## src/hdl/dcpo_pkg.sv

```systemverilog
package dcpo_pkg;
	localparam int          NCH           = 2;
	localparam int          CLK_PERIOD_NS = 50;
	localparam int          TB_FINE_NS    = 100000;
	localparam int          TB_COARSE_NS  = 1000000;
	localparam int          TB_MICRO_NS   = 1000;
	localparam int          TB_FINE_CYC   = (TB_FINE_NS + CLK_PERIOD_NS - 1) / CLK_PERIOD_NS;
	localparam int          TB_COARSE_CYC = (TB_COARSE_NS + CLK_PERIOD_NS - 1) / CLK_PERIOD_NS;
	localparam int          TB_MICRO_CYC  = (TB_MICRO_NS + CLK_PERIOD_NS - 1) / CLK_PERIOD_NS;
	localparam int          ADDR_W        = 12;
	localparam logic [11:0] A_CTRL        = 12'h000;
	localparam logic [11:0] A_DOUT        = 12'h004;
	localparam logic [11:0] A_FREQ        = 12'h008;
	localparam logic [11:0] A_STATUS      = 12'h00c;
	localparam logic [11:0] A_CH_BASE     = 12'h010;
	localparam logic [11:0] A_CH_END      = 12'h030;
	localparam int          CH_SHIFT      = 4;
	localparam logic [3:0]  OFF_PERIOD    = 4'h0;
	localparam logic [3:0]  OFF_DUTY      = 4'h4;
	localparam logic [3:0]  OFF_MINP      = 4'h8;
	localparam logic [15:0] PERIOD_MIN    = 16'h0002;
	localparam logic [15:0] PERIOD_MAX    = 16'hea60;
	localparam logic [15:0] DUTY_MIN      = 16'h0001;
	localparam logic [15:0] DUTY_MAX      = 16'h03e8;
	localparam logic [15:0] MINP_STD_MIN  = 16'h0001;
	localparam logic [15:0] MINP_HF_MIN   = 16'h0002;
	localparam logic [15:0] MINP_MAX      = 16'hea60;
	localparam logic [15:0] FREQ_MIN      = 16'h09c4;
	localparam logic [15:0] FREQ_MAX      = 16'hc350;
	localparam logic [25:0] PERMIL        = 26'h00003e8;
	localparam logic [19:0] US_PER_S      = 20'hf4240;
	localparam logic [15:0] PERIOD_RST    = 16'h0064;
	localparam logic [9:0]  DUTY_RST      = 10'h1f4;
	localparam logic [15:0] MINP_RST      = 16'h0001;
	localparam logic [15:0] FREQ_RST      = 16'h09c4;

	typedef enum logic [1:0] {DCPO_TB_FINE, DCPO_TB_COARSE, DCPO_TB_MICRO} dcpo_tb_t;

	// bit 0..1 enables, bit 2 mode, bit 3..4 per-channel 1 ms time base
	typedef struct packed {
		logic [1:0] tb_coarse;
		logic       high_frequency_modulation_mode;
		logic [1:0] en;
	} dcpo_ctrl_t;
	localparam int CTRL_W = $bits(dcpo_ctrl_t);

	typedef struct packed {
		logic [15:0] period;
		logic [9:0]  duty;
		logic [15:0] minp;
	} dcpo_timing_t;

	typedef struct packed {
		logic [15:0] period;
		logic [15:0] pulse;
		logic [15:0] minp;
	} dcpo_sched_t;

	function automatic logic in_range(input logic [15:0] v, input logic [15:0] lo,
			input logic [15:0] hi);
		in_range = (v >= lo) && (v <= hi);
	endfunction

	function automatic logic [15:0] pulse_ticks(input logic [15:0] p, input logic [9:0] d);
		logic [25:0] prod;
		logic [25:0] quo;
		prod = {10'h000, p} * {16'h0000, d};
		quo = prod / PERMIL;
		pulse_ticks = quo[15:0];
	endfunction

	function automatic logic [15:0] hf_period_ticks(input logic [15:0] f);
		logic [19:0] quo;
		quo = US_PER_S / {4'h0, f};
		hf_period_ticks = quo[15:0];
	endfunction
endpackage

```

## src/hdl/dcpo_tick_gen.sv

```systemverilog
`timescale 1ns/1ns
module dcpo_tick_gen #(
	parameter int FINE_CYC   = dcpo_pkg::TB_FINE_CYC,
	parameter int COARSE_CYC = dcpo_pkg::TB_COARSE_CYC,
	parameter int MICRO_CYC  = dcpo_pkg::TB_MICRO_CYC
) (
	input  wire logic             pclk,
	input  wire logic             presetn,
	input  wire logic             clr,
	input  wire dcpo_pkg::dcpo_tb_t sel,
	output logic                  tick
);
	logic [15:0] cnt_r;
	logic [15:0] lim;

	always_comb begin
		case (sel)
			dcpo_pkg::DCPO_TB_COARSE: lim = 16'(COARSE_CYC - 1);
			dcpo_pkg::DCPO_TB_MICRO:  lim = 16'(MICRO_CYC - 1);
			default:                  lim = 16'(FINE_CYC - 1);
		endcase
	end

	// restart on clear so the first period after enable starts with a full tick
	always_ff @(posedge pclk or negedge presetn) begin
		if (!presetn) begin
			cnt_r <= 16'h0000;
			tick  <= 1'b0;
		end else if (clr) begin
			cnt_r <= 16'h0000;
			tick  <= 1'b0;
		end else if (cnt_r >= lim) begin
			cnt_r <= 16'h0000;
			tick  <= 1'b1;
		end else begin
			cnt_r <= cnt_r + 16'h0001;
			tick  <= 1'b0;
		end
	end
endmodule // dcpo_tick_gen

```

## src/hdl/dcpo_channel.sv

```systemverilog
`timescale 1ns/1ns
module dcpo_channel (
	input  wire logic                  pclk,
	input  wire logic                  presetn,
	input  wire logic                  en,
	input  wire logic                  tick,
	input  wire dcpo_pkg::dcpo_sched_t sched,
	output logic                       level,
	output logic                       suppressed
);
	logic [15:0]           cnt_r;
	dcpo_pkg::dcpo_sched_t act_r;
	logic                  wrap;

	assign wrap = ({1'b0, cnt_r} + 17'h00001) >= {1'b0, act_r.period};

	// timing is sampled every cycle while disabled and at a period boundary, never mid-period
	always_ff @(posedge pclk or negedge presetn) begin
		if (!presetn) begin
			cnt_r <= 16'h0000;
			act_r <= '0;
		end else if (!en) begin
			cnt_r <= 16'h0000;
			act_r <= sched;
		end else if (tick) begin
			if (wrap) begin
				cnt_r <= 16'h0000;
				act_r <= sched;
			end else begin
				cnt_r <= cnt_r + 16'h0001;
			end
		end
	end

	assign suppressed = act_r.pulse <= act_r.minp;
	assign level = en && !suppressed && (cnt_r < act_r.pulse);
endmodule // dcpo_channel

```

## src/hdl/dcpo_top.sv

```systemverilog
`timescale 1ns/1ns
module dcpo_top #(
	parameter int NOUT       = 8,
	parameter int FINE_CYC   = dcpo_pkg::TB_FINE_CYC,
	parameter int COARSE_CYC = dcpo_pkg::TB_COARSE_CYC,
	parameter int MICRO_CYC  = dcpo_pkg::TB_MICRO_CYC
) (
	input  wire logic                        pclk,
	input  wire logic                        presetn,
	input  wire logic                        psel,
	input  wire logic                        penable,
	input  wire logic                        pwrite,
	input  wire logic [dcpo_pkg::ADDR_W-1:0] paddr,
	input  wire logic [31:0]                 pwdata,
	output logic      [31:0]                 prdata,
	output logic                             pready,
	output logic                             pslverr,
	output logic      [NOUT-1:0]             pulse_output_connector
);
	dcpo_pkg::dcpo_ctrl_t   ctrl_r;
	logic [NOUT-1:0]        dout_r;
	logic [15:0]            freq_r;
	dcpo_pkg::dcpo_timing_t tim_r [dcpo_pkg::NCH];
	dcpo_pkg::dcpo_sched_t  sched [dcpo_pkg::NCH];
	logic [dcpo_pkg::NCH-1:0] lvl;
	logic [dcpo_pkg::NCH-1:0] supp;
	logic [dcpo_pkg::NCH-1:0] tick;
	logic [15:0]            hf_per;
	logic [31:0]            rd_nxt;
	logic                   err_nxt;
	logic                   hit_ctrl;
	logic                   hit_dout;
	logic                   hit_freq;
	logic                   hit_per;
	logic                   hit_duty;
	logic                   hit_minp;
	logic                   in_ch;
	logic [11:0]            ch_rel;
	logic                   ch_idx;
	logic [3:0]             ch_off;
	logic                   setup;
	logic                   wr_acc;
	logic [15:0]            wv;

	assign setup  = psel && !penable;
	assign wr_acc = psel && penable && pready && pwrite && !pslverr;
	assign wv     = pwdata[15:0];
	assign ch_rel = paddr - dcpo_pkg::A_CH_BASE;
	assign ch_idx = ch_rel[dcpo_pkg::CH_SHIFT];
	assign ch_off = ch_rel[3:0];
	assign in_ch  = (paddr >= dcpo_pkg::A_CH_BASE) && (paddr < dcpo_pkg::A_CH_END);

	// address decode and read data; out-of-range writes are refused, not clipped
	always_comb begin
		rd_nxt   = 32'h0000_0000;
		err_nxt  = 1'b0;
		hit_ctrl = 1'b0;
		hit_dout = 1'b0;
		hit_freq = 1'b0;
		hit_per  = 1'b0;
		hit_duty = 1'b0;
		hit_minp = 1'b0;
		if (paddr[1:0] != 2'b00) begin
			err_nxt = 1'b1;
		end else if (paddr == dcpo_pkg::A_CTRL) begin
			hit_ctrl = 1'b1;
			rd_nxt   = {{(32-dcpo_pkg::CTRL_W){1'b0}}, ctrl_r};
		end else if (paddr == dcpo_pkg::A_DOUT) begin
			hit_dout = 1'b1;
			rd_nxt   = {{(32-NOUT){1'b0}}, dout_r};
		end else if (paddr == dcpo_pkg::A_FREQ) begin
			hit_freq = 1'b1;
			rd_nxt   = {16'h0000, freq_r};
			err_nxt  = pwrite && !dcpo_pkg::in_range(wv, dcpo_pkg::FREQ_MIN,
				dcpo_pkg::FREQ_MAX);
		end else if (paddr == dcpo_pkg::A_STATUS) begin
			rd_nxt  = {{(28-NOUT){1'b0}}, pulse_output_connector, supp, lvl};
			err_nxt = pwrite;
		end else if (in_ch) begin
			if (ch_off == dcpo_pkg::OFF_PERIOD) begin
				hit_per = 1'b1;
				rd_nxt  = {16'h0000, tim_r[ch_idx].period};
				err_nxt = pwrite && !dcpo_pkg::in_range(wv, dcpo_pkg::PERIOD_MIN,
					dcpo_pkg::PERIOD_MAX);
			end else if (ch_off == dcpo_pkg::OFF_DUTY) begin
				hit_duty = 1'b1;
				rd_nxt   = {22'h000000, tim_r[ch_idx].duty};
				err_nxt  = pwrite && !dcpo_pkg::in_range(wv, dcpo_pkg::DUTY_MIN,
					dcpo_pkg::DUTY_MAX);
			end else if (ch_off == dcpo_pkg::OFF_MINP) begin
				hit_minp = 1'b1;
				rd_nxt   = {16'h0000, tim_r[ch_idx].minp};
				err_nxt  = pwrite && !dcpo_pkg::in_range(wv, dcpo_pkg::MINP_STD_MIN,
					dcpo_pkg::MINP_MAX);
			end else begin
				err_nxt = 1'b1;
			end
		end else begin
			err_nxt = 1'b1;
		end
	end

	// answer comes in the first access cycle: no wait states
	always_ff @(posedge pclk or negedge presetn) begin
		if (!presetn) begin
			pready  <= 1'b0;
			pslverr <= 1'b0;
			prdata  <= 32'h0000_0000;
		end else if (setup) begin
			pready  <= 1'b1;
			pslverr <= err_nxt;
			prdata  <= pwrite ? 32'h0000_0000 : rd_nxt;
		end else begin
			pready  <= 1'b0;
			pslverr <= 1'b0;
			prdata  <= 32'h0000_0000;
		end
	end

	always_ff @(posedge pclk or negedge presetn) begin
		if (!presetn) begin
			ctrl_r <= '0;
		end else if (wr_acc && hit_ctrl) begin
			// a single mode bit means the channels can never disagree on the type
			ctrl_r <= dcpo_pkg::dcpo_ctrl_t'(pwdata[dcpo_pkg::CTRL_W-1:0]);
		end
	end

	always_ff @(posedge pclk or negedge presetn) begin
		if (!presetn) begin
			dout_r <= '0;
		end else if (wr_acc && hit_dout) begin
			dout_r <= pwdata[NOUT-1:0];
		end
	end

	always_ff @(posedge pclk or negedge presetn) begin
		if (!presetn) begin
			freq_r <= dcpo_pkg::FREQ_RST;
		end else if (wr_acc && hit_freq) begin
			freq_r <= wv;
		end
	end

	// running channels pick these up at their next period boundary
	always_ff @(posedge pclk or negedge presetn) begin
		if (!presetn) begin
			for (int i = 0; i < dcpo_pkg::NCH; i++) begin
				tim_r[i].period <= dcpo_pkg::PERIOD_RST;
				tim_r[i].duty   <= dcpo_pkg::DUTY_RST;
				tim_r[i].minp   <= dcpo_pkg::MINP_RST;
			end
		end else if (wr_acc) begin
			if (hit_per) begin
				tim_r[ch_idx].period <= wv;
			end else if (hit_duty) begin
				tim_r[ch_idx].duty <= wv[9:0];
			end else if (hit_minp) begin
				tim_r[ch_idx].minp <= wv;
			end
		end
	end

	assign hf_per = dcpo_pkg::hf_period_ticks(freq_r);

	for (genvar c = 0; c < dcpo_pkg::NCH; c++) begin : g_ch
		dcpo_pkg::dcpo_tb_t tb_sel;
		logic [15:0]        per_t;

		always_comb begin
			if (ctrl_r.high_frequency_modulation_mode) begin
				tb_sel = dcpo_pkg::DCPO_TB_MICRO;
			end else if (ctrl_r.tb_coarse[c]) begin
				tb_sel = dcpo_pkg::DCPO_TB_COARSE;
			end else begin
				tb_sel = dcpo_pkg::DCPO_TB_FINE;
			end
		end

		assign per_t = ctrl_r.high_frequency_modulation_mode ? hf_per : tim_r[c].period;
		assign sched[c].period = per_t;
		// division truncates, so the pulse lands on the lower tick boundary
		assign sched[c].pulse = dcpo_pkg::pulse_ticks(per_t, tim_r[c].duty);
		// microsecond minimum is floored at 2 even if a 1 was kept from standard mode
		assign sched[c].minp = (ctrl_r.high_frequency_modulation_mode &&
			(tim_r[c].minp < dcpo_pkg::MINP_HF_MIN)) ? dcpo_pkg::MINP_HF_MIN :
			tim_r[c].minp;

		dcpo_tick_gen #(
			.FINE_CYC   (FINE_CYC),
			.COARSE_CYC (COARSE_CYC),
			.MICRO_CYC  (MICRO_CYC)
		) u_tick (
			.pclk    (pclk),
			.presetn (presetn),
			.clr     (!ctrl_r.en[c]),
			.sel     (tb_sel),
			.tick    (tick[c])
		);

		dcpo_channel u_chan (
			.pclk       (pclk),
			.presetn    (presetn),
			.en         (ctrl_r.en[c]),
			.tick       (tick[c]),
			.sched      (sched[c]),
			.level      (lvl[c]),
			.suppressed (supp[c])
		);
	end

	// only the two top outputs can carry pulses; the rest always follow dout
	always_ff @(posedge pclk or negedge presetn) begin
		if (!presetn) begin
			pulse_output_connector <= '0;
		end else begin
			pulse_output_connector[NOUT-3:0] <= dout_r[NOUT-3:0];
			pulse_output_connector[NOUT-2] <= ctrl_r.en[0] ? lvl[0] : dout_r[NOUT-2];
			pulse_output_connector[NOUT-1] <= ctrl_r.en[1] ? lvl[1] : dout_r[NOUT-1];
		end
	end
endmodule // dcpo_top

```

## config.mk

```make
export PLATFORM = sky130hd
export DESIGN_NAME = dcpo_top
export DESIGN_NICKNAME = d
export VERILOG_FILES = /design/src/hdl/dcpo_pkg.sv /design/src/hdl/dcpo_tick_gen.sv /design/src/hdl/dcpo_channel.sv /design/src/hdl/dcpo_top.sv
export SDC_FILE = /design/constraint.sdc
export NUM_CORES = 2
export LEC_CHECK = 0
export BUFFER_PORTS_ARGS = -buffer_cell sky130_fd_sc_hd__buf_2
export CORE_ASPECT_RATIO = 0.7
export CORE_MARGIN = 1.5
export CORE_UTILIZATION = 30
export CTS_CLUSTER_SIZE = 24
export DETAILED_ROUTE_END_ITERATION = 6
export PLACE_DENSITY = 0.42
export SYNTH_ARGS = -nofsm -noshare
export SYNTH_HDL_FRONTEND = slang
export SYNTH_SLANG_ARGS = --single-unit
```

## constraint.sdc

```tcl
create_clock -name pclk -period 172.8 [get_ports pclk]
set_input_delay 8.64 -clock pclk [delete_from_list [all_inputs] [get_ports pclk]]
set_output_delay 8.64 -clock pclk [all_outputs]
set_load 0.1 [all_outputs]
```

==> results.cfg <==
[clock_network]
cts_hold_buf = 0
cts_resized = 0
cts_sinks = 301
cts_buffers = 40
clock_path_buffers = 3
htreeDepth = 2
clk_pin_slew_ps = 60
cts-root-buf = clkbuf_16
cts_tree = built
clock_latency_ps = 590
post_cts_buffers = 0

[yosys]
ys_top_cells_by_count = 678 x nand2_1, 418 x ha_1, 409 x inv_1, 390 x o21ai_0, 371 x nor2_1
synth.distinct_cells = 156
ys_warn_count = 0
async_flop_share_pct = 100
synth.most_common_cell = nand2_1
synth-main-ff-cell = dfrtp_1
ys_ff_latch = 301
synthCells = 5642
ys_seq_area_share_pct = 16.7
netlist_area_um2 = 45400
synth_edf_count = 0
synthTopCellsByArea = dfrtp_1 15%, ha_1 12%, fa_1 9.7%
yosys.area.top_type_share_pct = 15.2
yosysTopAreaCell = dfrtp_1
syn_area_per_cell_um2 = 8.05

[sta]
worst_pin_slew_ps = 1190
skew_ps = 34.0
hold_viol = 0
fin_setup_tns_ps = 0
min_period_ps = 71710
setup_slack_ps = 101090
setup_violations = 0
post-route-period-util_pct = 41.5
timing.fmax_mhz = 13.9
max_slew_margin_pct = 20.3
rsz0062_at_grt = no
slew_viol_final = 0

[route]
met1_length_um = 82000
viasPerCell = 5.39
route.antenna.remaining_nets = 0
drtPass1Iterations = 7
top_layer_used = met5
wl_met3_um = 6550
vias = 40942
drt_iter0_markers = 3348
drc_errors = 0
met2_length_um = 61200
routed_wl_um = 153000
wl_per_cell_um = 20.1

[placed_design]
gp_congestion = 0.860
dp_slack_ps = 101730
place_inst = 7511
place_hpwl_um = 118000
portBuffers = 58

[layout]
final_nets = 6244
fillers = 16033
regArea_um2 = 7560
multiInputGateArea_um2 = 35200
area_growth_pct = 7.91
final_layout_size_suffix_gt1_share_pct = 10.0
finalNonFillerCells = 7593

[critical_path]
end_kind = flop
crit_top_cell = o21a_1
required_ps = 173200
start_kind = flop
rrSetupSlack_ps = 101090
critPathArrivalTime_ps = 72110
max_stage_delay_ps = 730
slowest_stage = o31ai_4
critPathKind = reg -> reg
crit_fanout = 31

[power]
powerDensity_nw_per_um2 = 3.43
p_leak_nw = 22.4
ir_worst_vdd_mv = 0.00621

[floorplanning]
io_pins = 91
die_h_um = 329
placeableCoreArea_um2 = 150000
fp.dieW_um = 468
rows = 119
dieArea_um2 = 154000
start_util_pct = 30.2

[global_routing]
grt_pass1_wl_um = 239000
antenna_found_initial = 15
grt_pass1_vias = 38908
overflow = 0
grt_use_total_pct = 19.6
grt_max_degree = 133

[run]
cap_violations = 0

[run_status]
status = finished, final reports clean

[worst_hold_path]
hold_class = reg -> reg
## cell usage in the layout (no fill, tap or decap), types with 57 or more instances in the layout
master / n
mux2i_1: 71
dfrtp_1: 275
nand2_1: 677
nor2b_1: 57
xnor2_1: 169
o31ai_1: 62
buf_4: 77
nand2b_1: 98
nor2_1: 368
o21a_1: 123
a21oi_1: 306
ha_1: 418
nor3_1: 112
a21o_1: 131
mux2_2: 145
xor2_1: 88
o21ai_0: 374
nand3_1: 124
buf_2: 57
fa_1: 220
inv_1: 409
and2_1: 168
## power breakdown
part | switching (mW) | internal (mW)
logic | 0.00760 | 0.00254
registers | 0.000909 | 0.0712
clock network | 0.0359 | 0.0500
## flip-flops by register name (all words and copies together), names as in the netlist
name	count
pslverr	1
g_ch.u_tick.tick	2
pulse_output_connector	8
pready	1
prdata	16
dout_r	8
freq_r	16
ctrl_r	5
g_ch.u_tick.cnt_r	32
g_ch.u_chan.cnt_r	32
tim_r	84
g_ch.u_chan.act_r	96
## path summary, 6_finish.rpt
path                            startpoint                        end  depth (start not counted)
worst max-delay path            freq_r[15]   g_ch[1].u_chan.act_r[16]                        311
worst min-delay path             dout_r[1]  pulse_output_connector[1]                          0
worst max register to register  freq_r[15]   g_ch[1].u_chan.act_r[16]                        311
worst min register to register   dout_r[1]  pulse_output_connector[1]                          0
max in group asynchronous          presetn                 freq_r[14]                          2
min in group asynchronous          presetn   g_ch[0].u_chan.act_r[22]                          1
## layout make-up
class | count | area share [%]
Clock inverter | 17 | 0.424
Antenna cell | 9 | 0.0460
Clock buffer | 56 | 2.27
Tap cell | 1996 | 5.10
Sequential cell | 301 | 15.4
Inverter | 412 | 3.16
Timing Repair Buffer | 136 | 1.83
Multi-Input combinational cell | 4666 | 71.7
## critical path: cells and delay by family (launching register included)
family / cells / cell delay, ps
compound gates: 184 / 42160
xor+xnor: 2 / 450
fa+ha+maj: 25 / 8810
buf+inv: 13 / 3370
flops: 1 / 580
mux: 9 / 2790
simple gates: 78 / 13180
## logic make-up after synthesis
family / share of synthesized area, %
other cells: 0.00826
mux: 5.56
simple gates: 21.1
flops: 16.7
xor+xnor: 5.42
compound gates: 23.6
buf+inv: 6.20
fa+ha+maj: 21.5
## per-layer routing
layer | vias up | GRT usage, %
met4 | 8 | 3.56
li1 | 19972 | -
met2 | 873 | 27.9
met3 | 132 | 1.78
met5 | - | 0
met1 | 19957 | 31.5
## metrics by stage
stage | power, mW | hold slack (ps) | utilization [%] | area, um^2
floorplan | 0.0795 | 369 | - | 45500
global placement | 0.0836 | 378 | 31.7 | 47700
detailed placement | 0.0836 | 390 | 31.7 | 47700
CTS | 0.171 | 402 | 32.6 | 49000
global route | 0.175 | 412 | 32.6 | 49000
finish | 0.168 | 401 | 32.6 | 49000
(Power assumes the default switching activity.)
